===== config.mk =====
export PLATFORM = sky130hd
export DESIGN_NAME = ocs_clock_select
export DESIGN_NICKNAME = d
export VERILOG_FILES = /design/src/rtl/ocs_pkg.sv /design/src/rtl/ocs_postscaler.sv /design/src/rtl/ocs_clock_select.sv
export VERILOG_INCLUDE_DIRS = /design/src /design/src/rtl
export SDC_FILE = /design/constraint.sdc
export NUM_CORES = 1
export LEC_CHECK = 0
export BUFFER_PORTS_ARGS = -buffer_cell sky130_fd_sc_hd__buf_2
export CORE_MARGIN = 1
export CORE_UTILIZATION = 50
export DETAILED_ROUTE_END_ITERATION = 16
export PLACE_DENSITY = 0.78
export SETUP_SLACK_MARGIN = 0.5
export SLEW_MARGIN = 5
export SYNTH_ARGS = -nofsm -noshare
export SYNTH_HDL_FRONTEND = slang
export SYNTH_HIERARCHICAL = 1
export SYNTH_SLANG_ARGS = --single-unit

===== constraint.sdc =====
create_clock -name clock -period 1.9 [get_ports clock]
set_clock_uncertainty 0.2 [all_clocks]
set_input_delay 0.38 -clock clock [delete_from_list [all_inputs] [get_ports clock]]
set_output_delay 0.38 -clock clock [all_outputs]
set_load 0.005 [all_outputs]

===== src/rtl/ocs_params.svh =====
// Constants for the oscillator, multiplier and clock select block
`ifndef OCS_PARAMS_SVH
`define OCS_PARAMS_SVH

// Oscillator configuration codes
`define OCS_CFG_XTAL_X4 4'h6
`define OCS_CFG_INT_ONE_PIN 4'h9
`define OCS_CFG_INT_NO_PIN 4'h8
`define OCS_CFG_RC 4'h3
`define OCS_CFG_RC_IO 4'h7
`define OCS_CFG_XTAL_HS 4'h2

// Internal frequency select codes
`define OCS_FREQ_8MHZ 3'h7
`define OCS_FREQ_4MHZ 3'h6
`define OCS_FREQ_125KHZ 3'h1
`define OCS_FREQ_31KHZ 3'h0

// Tuning register layout and reset value
`define OCS_TUNE_ORIGIN_BIT 7
`define OCS_TUNE_MULT_BIT 6
`define OCS_TUNE_TRIM_HI 4
`define OCS_TUNE_TRIM_LO 0
`define OCS_TUNE_RESET 8'h00

// Postscaler counter width and divide-by-four counter width
`define OCS_POST_WIDTH 8
`define OCS_QUARTER_WIDTH 2

// Number of asynchronous oscillator inputs that are synchronised
`define OCS_SYNC_COUNT 4
`define OCS_SYNC_RC 0
`define OCS_SYNC_FAST 1
`define OCS_SYNC_SLOW 2
`define OCS_SYNC_PIN2 3

`endif


===== src/rtl/ocs_pkg.sv =====
// Types shared by the clock select block
package ocs_pkg;

    // Decoded oscillator mode
    typedef enum logic [2:0] {
        ocs_mode_xtal = 3'h0,
        ocs_mode_xtal_x4 = 3'h1,
        ocs_mode_rc = 3'h2,
        ocs_mode_rc_io = 3'h3,
        ocs_mode_int_one = 3'h4,
        ocs_mode_int_none = 3'h5
    } ocs_mode_t;

    // Source of the internal clock
    typedef enum logic [1:0] {
        ocs_src_fast = 2'h0,
        ocs_src_slow = 2'h1,
        ocs_src_post = 2'h2
    } ocs_src_t;

endpackage


===== src/rtl/ocs_postscaler.sv =====
// Power-of-two postscaler for the fast internal clock
`timescale 1ns/10ps
`include "ocs_params.svh"

module ocs_postscaler (
    // Clock and reset
    input wire logic clock,
    input wire logic reset,
    // Source clock, synchronised level and its rising edge
    input wire logic src_level,
    input wire logic src_rise,
    // Frequency select code
    input wire logic [2:0] div_code,
    // Divided clock level and its rising edge
    output logic post_level,
    output logic post_rise
);

    // Rising-edge counter of the source clock
    logic [`OCS_POST_WIDTH-1:0] count;
    // Selected divided level
    logic next_post_level;

    // ------------------------------------------------------------
    // Counter
    // ------------------------------------------------------------

    // Count source rising edges
    always_ff @(posedge clock) begin
        if (reset) begin
            count <= '0;
        end else if (src_rise) begin
            count <= count + 1'b1;
        end
    end

    // ------------------------------------------------------------
    // Divider select
    // ------------------------------------------------------------

    // Each step down to code 1 halves the frequency; code 0 divides by 256, a quarter of code 1
    always_comb begin
        case (div_code)
            3'h7: next_post_level = src_level;
            3'h6: next_post_level = count[0];
            3'h5: next_post_level = count[1];
            3'h4: next_post_level = count[2];
            3'h3: next_post_level = count[3];
            3'h2: next_post_level = count[4];
            3'h1: next_post_level = count[5];
            3'h0: next_post_level = count[7];
            default: next_post_level = src_level;
        endcase
    end

    // Register the level and flag its rising edge
    always_ff @(posedge clock) begin
        if (reset) begin
            post_level <= 1'b0;
            post_rise <= 1'b0;
        end else begin
            post_level <= next_post_level;
            post_rise <= next_post_level & ~post_level;
        end
    end

endmodule // ocs_postscaler


===== src/rtl/ocs_clock_select.sv =====
// Oscillator mode, multiplier and internal clock select control
`timescale 1ns/10ps
`include "ocs_params.svh"

module ocs_clock_select (
    // Clock and reset
    input wire logic clock,
    input wire logic reset,
    // Nonvolatile configuration and frequency select
    input wire logic [3:0] oscillator_config_field,
    input wire logic [2:0] internal_freq_select,
    // Tuning register write port
    input wire logic tune_write,
    input wire logic [7:0] tune_wdata,
    // Features that need the slow clock
    input wire logic power_up_timer_on,
    input wire logic fail_safe_monitor_on,
    input wire logic watchdog_on,
    input wire logic two_speed_start_on,
    input wire logic lcd_on_slow_clock,
    // Raw oscillator clocks
    input wire logic fast_osc_clock,
    input wire logic slow_osc_clock,
    // First oscillator pin
    input wire logic first_oscillator_pin_in,
    output logic first_oscillator_pin_out,
    output logic first_oscillator_pin_oe,
    // Second oscillator pin
    input wire logic second_oscillator_pin_in,
    output logic second_oscillator_pin_out,
    output logic second_oscillator_pin_oe,
    // Port A bits six and seven from the port latches
    input wire logic port_a_bit_six_latch,
    input wire logic port_a_bit_six_drive,
    input wire logic port_a_bit_seven_latch,
    input wire logic port_a_bit_seven_drive,
    output logic port_a_bit_six_read,
    output logic port_a_bit_seven_read,
    // Oscillator controls and status
    output logic fast_osc_enable,
    output logic slow_osc_enable,
    output logic [4:0] fast_trim,
    output logic crystal_mult_connect,
    output logic internal_mult_active,
    output logic [7:0] tuning_reg,
    output logic [1:0] internal_source,
    output logic system_clock_level
);

    // Synchroniser stages and edge history
    logic [`OCS_SYNC_COUNT-1:0] async_in;
    logic [`OCS_SYNC_COUNT-1:0] sync_first;
    logic [`OCS_SYNC_COUNT-1:0] sync_second;
    logic [`OCS_SYNC_COUNT-1:0] sync_prev;
    logic [`OCS_SYNC_COUNT-1:0] sync_rise;
    // Decoded mode
    ocs_pkg::ocs_mode_t mode;
    // Stored tuning bits
    logic low_freq_origin_select;
    logic multiplier_request;
    // Multiplier availability
    logic int_mult_allowed;
    // Postscaler outputs
    logic post_level;
    logic post_rise;
    // Selected internal source and resulting clock
    ocs_pkg::ocs_src_t next_source;
    logic int_level;
    logic int_rise;
    logic sys_level;
    logic sys_rise;
    // Divide-by-four counter and its output
    logic [`OCS_QUARTER_WIDTH-1:0] quarter_count;
    logic quarter_level;

    // ------------------------------------------------------------
    // Input synchronisers
    // ------------------------------------------------------------

    assign async_in[`OCS_SYNC_RC] = first_oscillator_pin_in;
    assign async_in[`OCS_SYNC_FAST] = fast_osc_clock;
    assign async_in[`OCS_SYNC_SLOW] = slow_osc_clock;
    assign async_in[`OCS_SYNC_PIN2] = second_oscillator_pin_in;

    // Two flops per input, then a third for edge detection
    genvar gi;
    generate
        for (gi = 0; gi < `OCS_SYNC_COUNT; gi = gi + 1) begin : g_sync
            always_ff @(posedge clock) begin
                if (reset) begin
                    sync_first[gi] <= 1'b0;
                    sync_second[gi] <= 1'b0;
                    sync_prev[gi] <= 1'b0;
                end else begin
                    sync_first[gi] <= async_in[gi];
                    sync_second[gi] <= sync_first[gi];
                    sync_prev[gi] <= sync_second[gi];
                end
            end
            assign sync_rise[gi] = sync_second[gi] & ~sync_prev[gi];
        end
    endgenerate

    // ------------------------------------------------------------
    // Mode decode
    // ------------------------------------------------------------

    // Map the configuration field onto a mode
    always_comb begin
        case (oscillator_config_field)
            `OCS_CFG_XTAL_X4: mode = ocs_pkg::ocs_mode_xtal_x4;
            `OCS_CFG_RC: mode = ocs_pkg::ocs_mode_rc;
            `OCS_CFG_RC_IO: mode = ocs_pkg::ocs_mode_rc_io;
            `OCS_CFG_INT_ONE_PIN: mode = ocs_pkg::ocs_mode_int_one;
            `OCS_CFG_INT_NO_PIN: mode = ocs_pkg::ocs_mode_int_none;
            default: mode = ocs_pkg::ocs_mode_xtal;
        endcase
    end

    // Internal multiplier needs an internal mode and 8 or 4 MHz
    assign int_mult_allowed =
        ((oscillator_config_field == `OCS_CFG_INT_ONE_PIN) ||
         (oscillator_config_field == `OCS_CFG_INT_NO_PIN)) &&
        ((internal_freq_select == `OCS_FREQ_8MHZ) ||
         (internal_freq_select == `OCS_FREQ_4MHZ));

    // ------------------------------------------------------------
    // Tuning register
    // ------------------------------------------------------------

    // Store origin select, multiplier request and trim on a write
    always_ff @(posedge clock) begin
        if (reset) begin
            low_freq_origin_select <=
                1'(`OCS_TUNE_RESET >> `OCS_TUNE_ORIGIN_BIT);
            multiplier_request <= 1'(`OCS_TUNE_RESET >> `OCS_TUNE_MULT_BIT);
            fast_trim <= 5'(`OCS_TUNE_RESET >> `OCS_TUNE_TRIM_LO);
        end else if (tune_write) begin
            low_freq_origin_select <= tune_wdata[`OCS_TUNE_ORIGIN_BIT];
            multiplier_request <= tune_wdata[`OCS_TUNE_MULT_BIT];
            // Trim drives the fast oscillator at once; no busy flag
            fast_trim <=
                tune_wdata[`OCS_TUNE_TRIM_HI:`OCS_TUNE_TRIM_LO];
        end
    end

    // Read-back image; multiplier bit reads zero where unavailable
    always_ff @(posedge clock) begin
        if (reset) begin
            tuning_reg <= `OCS_TUNE_RESET;
        end else begin
            tuning_reg <= {low_freq_origin_select,
                           multiplier_request & int_mult_allowed,
                           1'b0,
                           fast_trim};
        end
    end

    // ------------------------------------------------------------
    // Multiplier control
    // ------------------------------------------------------------

    // Crystal multiplier and internal multiplier enables
    always_ff @(posedge clock) begin
        if (reset) begin
            crystal_mult_connect <= 1'b0;
            internal_mult_active <= 1'b0;
        end else begin
            crystal_mult_connect <=
                (oscillator_config_field == `OCS_CFG_XTAL_X4);
            internal_mult_active <=
                multiplier_request & int_mult_allowed;
        end
    end

    // ------------------------------------------------------------
    // Oscillator enables
    // ------------------------------------------------------------

    // Fast clock runs for 125 kHz and up, or feeds the 31 kHz option
    always_ff @(posedge clock) begin
        if (reset) begin
            fast_osc_enable <= 1'b0;
            slow_osc_enable <= 1'b0;
        end else begin
            fast_osc_enable <=
                (internal_freq_select >= `OCS_FREQ_125KHZ) ||
                low_freq_origin_select;
            slow_osc_enable <=
                ((internal_freq_select == `OCS_FREQ_31KHZ) &&
                 !low_freq_origin_select) ||
                power_up_timer_on || fail_safe_monitor_on ||
                watchdog_on || two_speed_start_on || lcd_on_slow_clock;
        end
    end

    // ------------------------------------------------------------
    // Internal source select
    // ------------------------------------------------------------

    // Postscaler on the fast clock
    ocs_postscaler u_postscaler (
        .clock(clock),
        .reset(reset),
        .src_level(sync_second[`OCS_SYNC_FAST]),
        .src_rise(sync_rise[`OCS_SYNC_FAST]),
        .div_code(internal_freq_select),
        .post_level(post_level),
        .post_rise(post_rise)
    );

    // Pick fast direct, slow direct or postscaled fast
    always_comb begin
        if (internal_freq_select == `OCS_FREQ_8MHZ) begin
            next_source = ocs_pkg::ocs_src_fast;
        end else if ((internal_freq_select == `OCS_FREQ_31KHZ) &&
                     !low_freq_origin_select) begin
            next_source = ocs_pkg::ocs_src_slow;
        end else begin
            next_source = ocs_pkg::ocs_src_post;
        end
    end

    // Selected internal clock; postscaler covers the fast direct case
    assign int_level = (next_source == ocs_pkg::ocs_src_slow) ?
        sync_second[`OCS_SYNC_SLOW] : post_level;
    assign int_rise = (next_source == ocs_pkg::ocs_src_slow) ?
        sync_rise[`OCS_SYNC_SLOW] : post_rise;

    // Publish the chosen source
    always_ff @(posedge clock) begin
        if (reset) begin
            internal_source <= ocs_pkg::ocs_src_fast;
        end else begin
            internal_source <= next_source;
        end
    end

    // ------------------------------------------------------------
    // System clock and divide by four
    // ------------------------------------------------------------

    // Internal modes use the block, others the first pin oscillator
    assign sys_level = ((mode == ocs_pkg::ocs_mode_int_one) ||
                        (mode == ocs_pkg::ocs_mode_int_none)) ?
        int_level : sync_second[`OCS_SYNC_RC];
    assign sys_rise = ((mode == ocs_pkg::ocs_mode_int_one) ||
                       (mode == ocs_pkg::ocs_mode_int_none)) ?
        int_rise : sync_rise[`OCS_SYNC_RC];

    // Count source edges for the quarter-rate output
    always_ff @(posedge clock) begin
        if (reset) begin
            quarter_count <= '0;
        end else if (sys_rise) begin
            quarter_count <= quarter_count + 1'b1;
        end
    end

    // Times four then divide by four leaves the source rate itself
    assign quarter_level = (internal_mult_active || crystal_mult_connect) ?
        sys_level : quarter_count[`OCS_QUARTER_WIDTH-1];

    // Reference level of the oscillator feeding the core
    always_ff @(posedge clock) begin
        if (reset) begin
            system_clock_level <= 1'b0;
        end else begin
            system_clock_level <= sys_level;
        end
    end

    // ------------------------------------------------------------
    // Pin ownership
    // ------------------------------------------------------------

    // Second pin: quarter clock, port bit six, or oscillator use
    always_ff @(posedge clock) begin
        if (reset) begin
            second_oscillator_pin_out <= 1'b0;
            second_oscillator_pin_oe <= 1'b0;
        end else begin
            case (mode)
                ocs_pkg::ocs_mode_rc,
                ocs_pkg::ocs_mode_int_one: begin
                    second_oscillator_pin_out <= quarter_level;
                    second_oscillator_pin_oe <= 1'b1;
                end
                ocs_pkg::ocs_mode_rc_io,
                ocs_pkg::ocs_mode_int_none: begin
                    second_oscillator_pin_out <= port_a_bit_six_latch;
                    second_oscillator_pin_oe <= port_a_bit_six_drive;
                end
                default: begin
                    second_oscillator_pin_out <= 1'b0;
                    second_oscillator_pin_oe <= 1'b0;
                end
            endcase
        end
    end

    // First pin: port bit seven in internal modes, else oscillator
    always_ff @(posedge clock) begin
        if (reset) begin
            first_oscillator_pin_out <= 1'b0;
            first_oscillator_pin_oe <= 1'b0;
        end else if ((mode == ocs_pkg::ocs_mode_int_one) ||
                     (mode == ocs_pkg::ocs_mode_int_none)) begin
            first_oscillator_pin_out <= port_a_bit_seven_latch;
            first_oscillator_pin_oe <= port_a_bit_seven_drive;
        end else begin
            first_oscillator_pin_out <= 1'b0;
            first_oscillator_pin_oe <= 1'b0;
        end
    end

    // Port reads; a bit not given to the port reads zero
    always_ff @(posedge clock) begin
        if (reset) begin
            port_a_bit_six_read <= 1'b0;
            port_a_bit_seven_read <= 1'b0;
        end else begin
            port_a_bit_six_read <= ((mode == ocs_pkg::ocs_mode_rc_io) ||
                                    (mode == ocs_pkg::ocs_mode_int_none)) &
                                   sync_second[`OCS_SYNC_PIN2];
            port_a_bit_seven_read <= ((mode == ocs_pkg::ocs_mode_int_one) ||
                                      (mode == ocs_pkg::ocs_mode_int_none)) &
                                     sync_second[`OCS_SYNC_RC];
        end
    end

    // Trim only reaches the fast oscillator; slow has no trim port

endmodule // ocs_clock_select


==> flow_summary.ini, run 1 <==
[outcome]
run_status = complete, no violations

[power_and_ir_drop]
post_layout_power_mw = 1.910
power.density_cell_area_nw_per_um2 = 766.5
power.leakage_nw = 1.102
vdd_ir_drop_max_mv = 0.6518

[critical_path]
crit_path_max_fanout = 3
cp.required_ns = 1.92
timing.critical_path.arrival_ns = 1.64
delay_contributed_by_the_slowest_stage_of_the_critical_path_ns = 0.44
timing.critical_path.max_delay_family = compound AO/OA/AOI/OAI gates
r2r_start = low_freq_origin_select
worstSetupStartpoint = low_freq_origin_select
cpMaxStageDelayCell = or4_4
critPathBufInv = 0
endpoint_kind = flop
cp_cell_sequence = or4_4 -> o211ai_4 -> o221ai_2 -> a221oi_2
setup.worst_path.start_class = flop
worstSetupPathType = reg2reg

[routing]
final_ant_viol_nets = 0
first_pass_iters = 4
routed_wl_per_cell_um = 12.63
drt_iter0_drc = 96
remaining_drc_errors = 0
routed_wl_um = 3814
routed-wl-met3_um = 188
detailroute.wirelength.met2_um = 1872
via_count = 1569
routed.top_layer = met4
detail_route.vias_per_cell = 5.195
m1WireLength_um = 1685

[final_layout]
final_cell_mix = 54 x buf_2, 39 x dfxtp_1, 21 x nor2_1
layout.cells.most_common = buf_2
area_delta_synth_final_pct = 32.45
antenna_cells_inserted = 0
filler_cell_count = 290
post_route_cells_drive_above_1_share = 0.4141
finalNetCount = 287
design_area_sq_um = 2492
area_of_the_multi_input_gates_sq_um = 907.1
final-seq-area_sq_um = 1001
largest_register_ffs = 8

[floorplanning]
design.die.area_sq_um = 4013
floorplan.die.height_um = 63.35
core_area_sq_um = 3468
chipWidth_um = 63.35
top_level_ports = 57
initial_core_util = 0.5426
placementRows = 21

[job]
drv_cap = 0

[synthesis]
synthDominantCellAreaShare = 0.5213
synth_async_reset_ratio = 0
synth_cell_types = 49
synth-xor-area-share = 0.01862
post_synth_mux_area_share = 0.06915
yosysSeqAreaShare = 0.5213
synth-seq-cells = 49
yosysWarningCount = 6
synthDominantAreaCellType = dfxtp_1
synth_compound_gate_area_share = 0.09441
syn_nets = 216
area_contributors_post_synth = dfxtp_1 52%, nor2b_1 7.0%, mux2i_1 6.9%
syn_area_per_cell_sq_um = 10.23
synth-edff-count = 0
synth.cell_area_sq_um = 1882
synth_top_family_by_area = simple AND/OR/NAND/NOR gates
synth-simple-area-share = 0.2573
synthesis.instances = 184
synth_flop_cell = dfxtp_1
arithmetic_cell_share_of_the_synthesized_area_counting_full_adders_half_adders_and_majority_gates = 0.006649

[clock_network]
cts.htree.levels = 2
clockBufferDepth = 2
cts_buffers = 5
hold_buffers = 0
clk-insertion-delay-late_ns = 0.30
tritoncts = done
clock-sinks = 49
cts-root-buf = clkbuf_8
clkTransAtPathRegs_ns = 0.09

[sta]
final.min_clock_period_ns = 1.620
maximum_operating_frequency_mhz = 617.4
finalHoldViolCount = 0
grt_setup_unrepaired = yes
final.period_utilization = 0.8524
drv_slew = 0
timing.final.setup_violations = 0

[placed_design]
detailed_place.area_sq_um = 2275
port_buffers = 54
hpwl_um = 2593
gp_routability_congestion = 0.8125

[global_routing]
antenna_found_initial = 0
grt.overflow.total = 0
global_route_wire_length_before_repair_um = 6430
grt_pass1_vias = 1482
pin_count_of_the_biggest_net_entering_global_routing = 20
grt_use_total = 0.2048

[hold_path]
hold_class = in2reg
hold_path_startpoint = first_oscillator_pin_in
[power by group]
part | leakage, nW | total (mW) | switching [mW] | internal, mW
Sequential | 0.406 | 1.09 | 0.0223 | 1.07
Combinational | 0.647 | 0.222 | 0.103 | 0.119
Clock | 0.0481 | 0.599 | 0.338 | 0.261
[final cells by class]
| type | count | area share |
|---|---|---|
| clock inverters | 3 | 0.009036 |
| flip-flops and latches | 49 | 0.4016 |
| well taps | 46 | 0.02309 |
| repair buffers | 75 | 0.1732 |
| clock buffers | 5 | 0.02761 |
| multi-input cells | 123 | 0.3640 |
| inverters | 1 | 0.001506 |
[synthesized netlist by cell type (2+ instances only)]
| cell | instances |
|---|---|
| a21o_1 | 2 |
| a21oi_1 | 4 |
| a31oi_1 | 2 |
| and2_1 | 3 |
| and3b_1 | 2 |
| and4b_1 | 2 |
| buf_4 | 3 |
| clkbuf_1 | 6 |
| dfxtp_1 | 49 |
| mux2i_1 | 13 |
| nand2_1 | 5 |
| nand2b_1 | 2 |
| nand3_1 | 2 |
| nand3b_1 | 2 |
| nand4_1 | 3 |
| nand4b_1 | 2 |
| nor2_1 | 21 |
| nor2b_1 | 21 |
| o21ai_0 | 5 |
| o41ai_1 | 2 |
| or4_1 | 3 |
| xor2_1 | 3 |
[worst paths after layout]
check / to / slack, ns / cells past startpoint
max: second_oscillator_pin_out / 0.28 / 4
max reg2reg: second_oscillator_pin_out / 0.28 / 4
min reg2reg: sync_second[2] / 0.24 / 1
min: sync_first[0] / 0.08 / 2
[repair_timing]
item | 4_1_cts | 5_1_grt
endpoints found under the setup margin | 11 | 13
pin swaps | 7 | 6
setup buffers | 7 | 1
gates resized for setup | 13 | 8
[per-layer routing]
metal / track usage / up-vias
li1: - / 790
met1: 0.2376 / 729
met2: 0.3444 / 41
met3: 0.06341 / 9
met4: 0.08807 / 0
met5: 0 / -
[logic make-up after synthesis]
kind of cell,count (synthesis)
DFF,49
xor gates and xnor gates,4
other,1
muxes,13
and+or+nand+nor,80
AOI/OAI and AO/OA,24
adders and majority gates,1
buffers and inverters,12
[through the flow]
stage | setup TNS, ns | hold slack, ns | util | worst slack [ns] | cells
2_1_floorplan | 0 | 0.2137 | - | 0.2184 | 184
3_3_place_gp | 0 | 0.2188 | 0.6558 | 0.02620 | 286
3_5_place_dp | -0.004813 | 0.2269 | 0.6558 | -0.004813 | 286
4_1_cts | 0 | 0.06662 | 0.7100 | 0.2353 | 301
5_1_grt | 0 | 0.08434 | 0.7186 | 0.1834 | 302
6_report | 0 | 0.07715 | 0.7186 | 0.2804 | 302
Power figures use the tool's default switching activity.
==> run 2, diff against run 1 <==
==> constraint.sdc (replaced) <==
create_clock -name clock -period 1.9 [get_ports clock]
set_clock_uncertainty 0.2 [all_clocks]
set_input_delay 0.38 -clock clock [delete_from_list [all_inputs] [get_ports clock]]
set_output_delay 0.38 -clock clock [all_outputs]
set_load 0.1 [all_outputs]
==> run 2 against run 1 <==
Sequential share of layout area is 5.1 points lower. Via count is 11% higher. Routed wire length is 47% higher. Clock power is 28% higher. Fmax is 6.4% lower. Register-to-register slack worse by 0.11 ns.
==> flow_summary.ini, run 2 (same netlist as run 1, synthesis figures left out) <==
[power_and_ir_drop]
power_report.internal_total_mw = 1.647
seq_power_share = 0.475
power.density_cell_area_nw_per_um2 = 792.0
power.leakage_nw = 1.219
pwr-share-comb = 0.196
p_clk_frac = 0.329
vdd_ir_drop_max_mv = 0.5814
power.net_switching_mw = 0.6816
power_switching_share = 0.2927
post_layout_power_mw = 2.329

[final_layout]
finalNetCount = 291
largest_register_ffs = 8
antenna_cells_inserted = 0
final_cell_mix = 29 x buf_2, 25 x dfxtp_2, 25 x buf_12, 25 x buf_4
area_delta_synth_final_pct = 56.25
layout.cells.most_common = buf_2
post_route_cells_drive_above_1_share = 0.5077
finish.cell_count_without_fillers = 306

[sta]
final.period_utilization = 0.9106
timing.final.setup_violations = 0
final.min_clock_period_ns = 1.730
setup-tns-final_ns = 0
drv_slew = 0
holdWs_ns = 0.07053
maximum_operating_frequency_mhz = 578.0
post-route-worst-setup-slack_ns = 0.1699
finalHoldViolCount = 0
grt_setup_unrepaired = yes

[floorplanning]
top_level_ports = 57
placementRows = 21
initial_core_util = 0.5426
core_area_sq_um = 3468
floorplan.die.height_um = 63.35
chipWidth_um = 63.35
design.die.area_sq_um = 4013

[clock_network]
clkTransAtPathRegs_ns = 0.10
clk-insertion-delay-late_ns = 0.32
cts.htree.levels = 2
cts-root-buf = clkbuf_8
cts_buffers = 5
clock-sinks = 49
clockBufferDepth = 2
tritoncts = done

[critical_path]
worst-r2r-setup-slack_ns = 0.17
cp.required_ns = 1.96
r2r_start = low_freq_origin_select
crit_path_max_fanout = 4
endpoint_kind = flop
timing.critical_path.arrival_ns = 1.79
critical_path.reg2reg.endpoint = quarter_count[0]
worstSetupPathType = reg2reg
worst_r2r_path_depth = 5
setup.worst_path.start_class = flop

[routing]
drt_iter0_drc = 97
first_pass_iters = 4
final_ant_viol_nets = 0
detail_route.vias_per_cell = 5.676
routed_wl_per_cell_um = 18.37
via_count = 1737
routed_wl_um = 5620
remaining_drc_errors = 0

[placed_design]
pre_cts_worst_setup_slack_ns = 0.04352
dp.cells = 287
port_buffers = 54
gp_routability_congestion = 0.7347
hpwl_um = 2463

[global_routing]
grt_use_total = 0.2869
global_route_wire_length_before_repair_um = 8638
antenna_found_initial = 0
grt.overflow.total = 0
grt_pass1_vias = 1779
pin_count_of_the_biggest_net_entering_global_routing = 21

[hold_path]
hold_path_startpoint = fast_osc_clock
hold_class = in2reg
hold-path-endpoint = sync_first[1]
timing.hold.worst_path_depth = 2

[job]
drv_cap = 0

[outcome]
run_status = complete, no violations
[run 2: cell count changes in the layout (fill, tap and decap cells not counted), sizes merged]
cell    change
bufinv      +1
buf         +4
clkinv      -2
clkbuf      +1
[run 2: power by group through the flow]
stage,clock [mW],sequential (mW),combinational (mW)
after floorplan,0,1.26,0.112
after global placement,0,1.12,0.345
after detailed placement,0,1.12,0.348
after CTS,0.752,1.10,0.423
after global routing,0.826,1.11,0.472
final,0.767,1.11,0.456
[run 2: worst max-delay path by stage]
stage | start | end | slack [ns] | cells past startpoint
floorplan | internal_freq_select[2] | second_oscillator_pin_out | 0.22 | 4
global placement | internal_freq_select[2] | second_oscillator_pin_out | 0.04 | 5
detailed placement | internal_freq_select[2] | second_oscillator_pin_out | 0.04 | 5
CTS | low_freq_origin_select | second_oscillator_pin_out | 0.24 | 4
global route | low_freq_origin_select | quarter_count[0] | 0.13 | 5
finish | low_freq_origin_select | quarter_count[0] | 0.17 | 5
[run 2: metrics by stage]
step / instance area [sq um] / utilization
finish: 2940 / 0.8478
global route: 2940 / 0.8478
CTS: 2880 / 0.8304
detailed placement: 2311 / 0.6663
global placement: 2311 / 0.6663
floorplan: 1933 / -
[run 2: area by class of cell]
type,count,area [sq um]
inverters,1,3.754
clock inverters,2,38.79
well taps,46,57.56
flip-flops and latches,49,1031
repair buffers,79,833.3
clock buffers,6,72.57
fillers,156,528.0
multi-input cells,123,903.4
[run 2: per-layer routing]
layer  up-vias  routed length (um)  track usage
li1        796                   -            -
met1       838                2160       0.3103
met2        81                2955       0.5027
met3        22                 312      0.07246
met4         0                 191       0.1619
met5         -                   0            0
[run 2: critical path, stage by stage (launching register included)]
cell	delay, ns
dfxtp_4	0.38
nor4_4	0.27
mux2i_2	0.14
buf_4	0.16
or4_4	0.43
nand4_1	0.10
[run 2: what timing repair did]
item | CTS | global route
buffers inserted | 8 | 3
hold buffers | 0 | 0
pin swaps | 8 | 4
setup endpoints to repair | 35 | 38
gates resized for setup | 110 | 10
==> run 3, diff against run 2 <==
--- a/config.mk
+++ b/config.mk
@@ -8,9 +8,9 @@
 export LEC_CHECK = 0
 export BUFFER_PORTS_ARGS = -buffer_cell sky130_fd_sc_hd__buf_2
 export CORE_MARGIN = 1
-export CORE_UTILIZATION = 50
+export CORE_UTILIZATION = 23
 export DETAILED_ROUTE_END_ITERATION = 16
-export PLACE_DENSITY = 0.78
+export GPL_TIMING_DRIVEN = 0
 export SETUP_SLACK_MARGIN = 0.5
 export SLEW_MARGIN = 5
 export SYNTH_ARGS = -nofsm -noshare
==> run 3 against run 2 <==
Die area increased by 110%. Final cell count increased by 19%. Core utilization decreased by 46 points. Hold slack about the same. Flip-flop and latch count unchanged. Non-clock buffer count increased by 1. Combinational power decreased by 2%. Clock-buffer cell count unchanged. Clock power decreased by 19%. Setup slack improved by 0.060 ns. Critical path depth decreased by 1. Register-to-register slack improved by 0.06 ns. Critical path type unchanged.
==> flow_summary.ini, run 3 (same netlist as run 1, synthesis figures left out) <==
[power_and_ir_drop]
post_layout_power_mw = 2.175
vdd_ir_drop_max_mv = 0.4369
power.density_cell_area_nw_per_um2 = 712.3
power.leakage_nw = 1.225

[placed_design]
gp_routability_congestion = 0.7418
detailed_place.area_sq_um = 2326
pre_cts_worst_setup_slack_ns = -0.1408
port_buffers = 53
hpwl_um = 3066

[critical_path]
timing.critical_path.arrival_ns = 1.69
worst_r2r_path_depth = 4
r2r_start = low_freq_origin_select
worstSetupStartpoint = low_freq_origin_select
critical_path.reg2reg.endpoint = second_oscillator_pin_out
cp.required_ns = 1.92
worstSetupPathType = reg2reg
worst-r2r-setup-slack_ns = 0.23
worst_setup_path_endpoint = second_oscillator_pin_out
delay_contributed_by_the_slowest_stage_of_the_critical_path_ns = 0.44
cp_cell_sequence = or4_4 -> o211ai_4 -> o221ai_2 -> a221oi_2
endpoint_kind = flop
cpMaxStageDelayCell = or4_4
crit_path_max_fanout = 4
setup.worst_path.start_class = flop

[sta]
maximum_operating_frequency_mhz = 598.8
timing_worst_slew_pin_value_ns = 0.5900
timing.final.setup_violations = 0
grt_setup_unrepaired = yes
final.min_clock_period_ns = 1.670
final.period_utilization = 0.8789
post-route-worst-setup-slack_ns = 0.2301
holdWs_ns = 0.07093
timing.slew.headroom = 0.6067
finalHoldViolCount = 0
drv_slew = 0

[clock_network]
hold_buffers = 0
cts.htree.levels = 2
cts-root-buf = clkbuf_8
cts_buffers = 5
clockBufferDepth = 2
clkTransAtPathRegs_ns = 0.10
clock-sinks = 49
tritoncts = done
clk-insertion-delay-late_ns = 0.31

[final_layout]
layout.cells.most_common = buf_2
design_area_sq_um = 3053
antenna_cells_inserted = 0
largest_register_ffs = 8
area_delta_synth_final_pct = 62.23
finalNetCount = 292
final_cell_mix = 27 x buf_2, 25 x buf_12, 23 x dfxtp_2
post_route_cells_drive_above_1_share = 0.5019

[floorplanning]
placementRows = 32
initial_core_util = 0.2410
core_area_sq_um = 7807
design.die.area_sq_um = 8548
top_level_ports = 57
floorplan.die.height_um = 92.46
chipWidth_um = 92.46

[global_routing]
grt_pass1_vias = 1680
grt_use_total = 0.1185
global_route_wire_length_before_repair_um = 7907
antenna_found_initial = 0
grt.overflow.total = 0
pin_count_of_the_biggest_net_entering_global_routing = 16

[routing]
routed_wl_um = 4750
first_pass_iters = 4
remaining_drc_errors = 0
routed_wl_per_cell_um = 13.09
final_ant_viol_nets = 0
detail_route.vias_per_cell = 4.421
via_count = 1605
drt_iter0_drc = 42

[job]
drv_cap = 0

[outcome]
run_status = complete, no violations

[hold_path]
hold_class = in2reg
## run 3: metrics by stage
| step | util | TNS, ns | instances |
|---|---|---|---|
| final | 0.3910 | 0 | 363 |
| after global routing | 0.3910 | 0 | 363 |
| after detailed placement | 0.2979 | -0.2128 | 339 |
| after CTS | 0.3744 | 0 | 360 |
| after floorplan | - | 0 | 184 |
| after global placement | 0.2979 | -0.1974 | 339 |
## run 3: how the worst min path moves through the flow
stage	startpoint	end	slack [ns]	cells past startpoint
after floorplan	sync_first[1]	sync_second[1]	0.21	1
after global placement	sync_first[0]	sync_second[0]	0.22	1
after detailed placement	sync_first[2]	sync_second[2]	0.23	1
after CTS	port_a_bit_seven_latch	first_oscillator_pin_out	0.06	2
after global routing	port_a_bit_seven_drive	first_oscillator_pin_oe	0.06	2
final	port_a_bit_seven_drive	first_oscillator_pin_oe	0.07	2
## run 3: what timing repair did
item	CTS	global route
resized for setup	113	29
endpoints found under the setup margin	52	54
pin swaps	4	9
buffers inserted	13	3
hold endpoints to repair	0	0
## run 3: final cells by class
type                       instances  area [sq um]
buffer                            11         68.82
timing repair buffer              69         784.5
clock inverter                     2         13.76
fill                             770          4755
tap                              102         127.6
multi-input combinational        123         957.2
sequential                        49          1025
clock buffer                       6         72.57
inverter                           1         3.754
## run 3: metal layers
layer	track usage	routed length, um	share of wire	up-vias
li1	-	-	-	803
met1	0.1296	1935	0.41	766
met2	0.2204	2544	0.54	32
met3	0.03530	233	0.049	4
met4	0.03125	36	0.0076	0
met5	0	0	0	-
## run 3: report_power, final
group          internal, mW  switching (mW)
registers              1.07          0.0350
logic                 0.186           0.262
clock network         0.263           0.359
## run 3: critical path: cells and delay by family, from the launching register on
| kind | cells | cell delay (ns) |
|---|---|---|
| and+or+nand+nor | 1 | 0.44 |
| DFF | 1 | 0.37 |
| AOI/OAI and AO/OA | 3 | 0.57 |
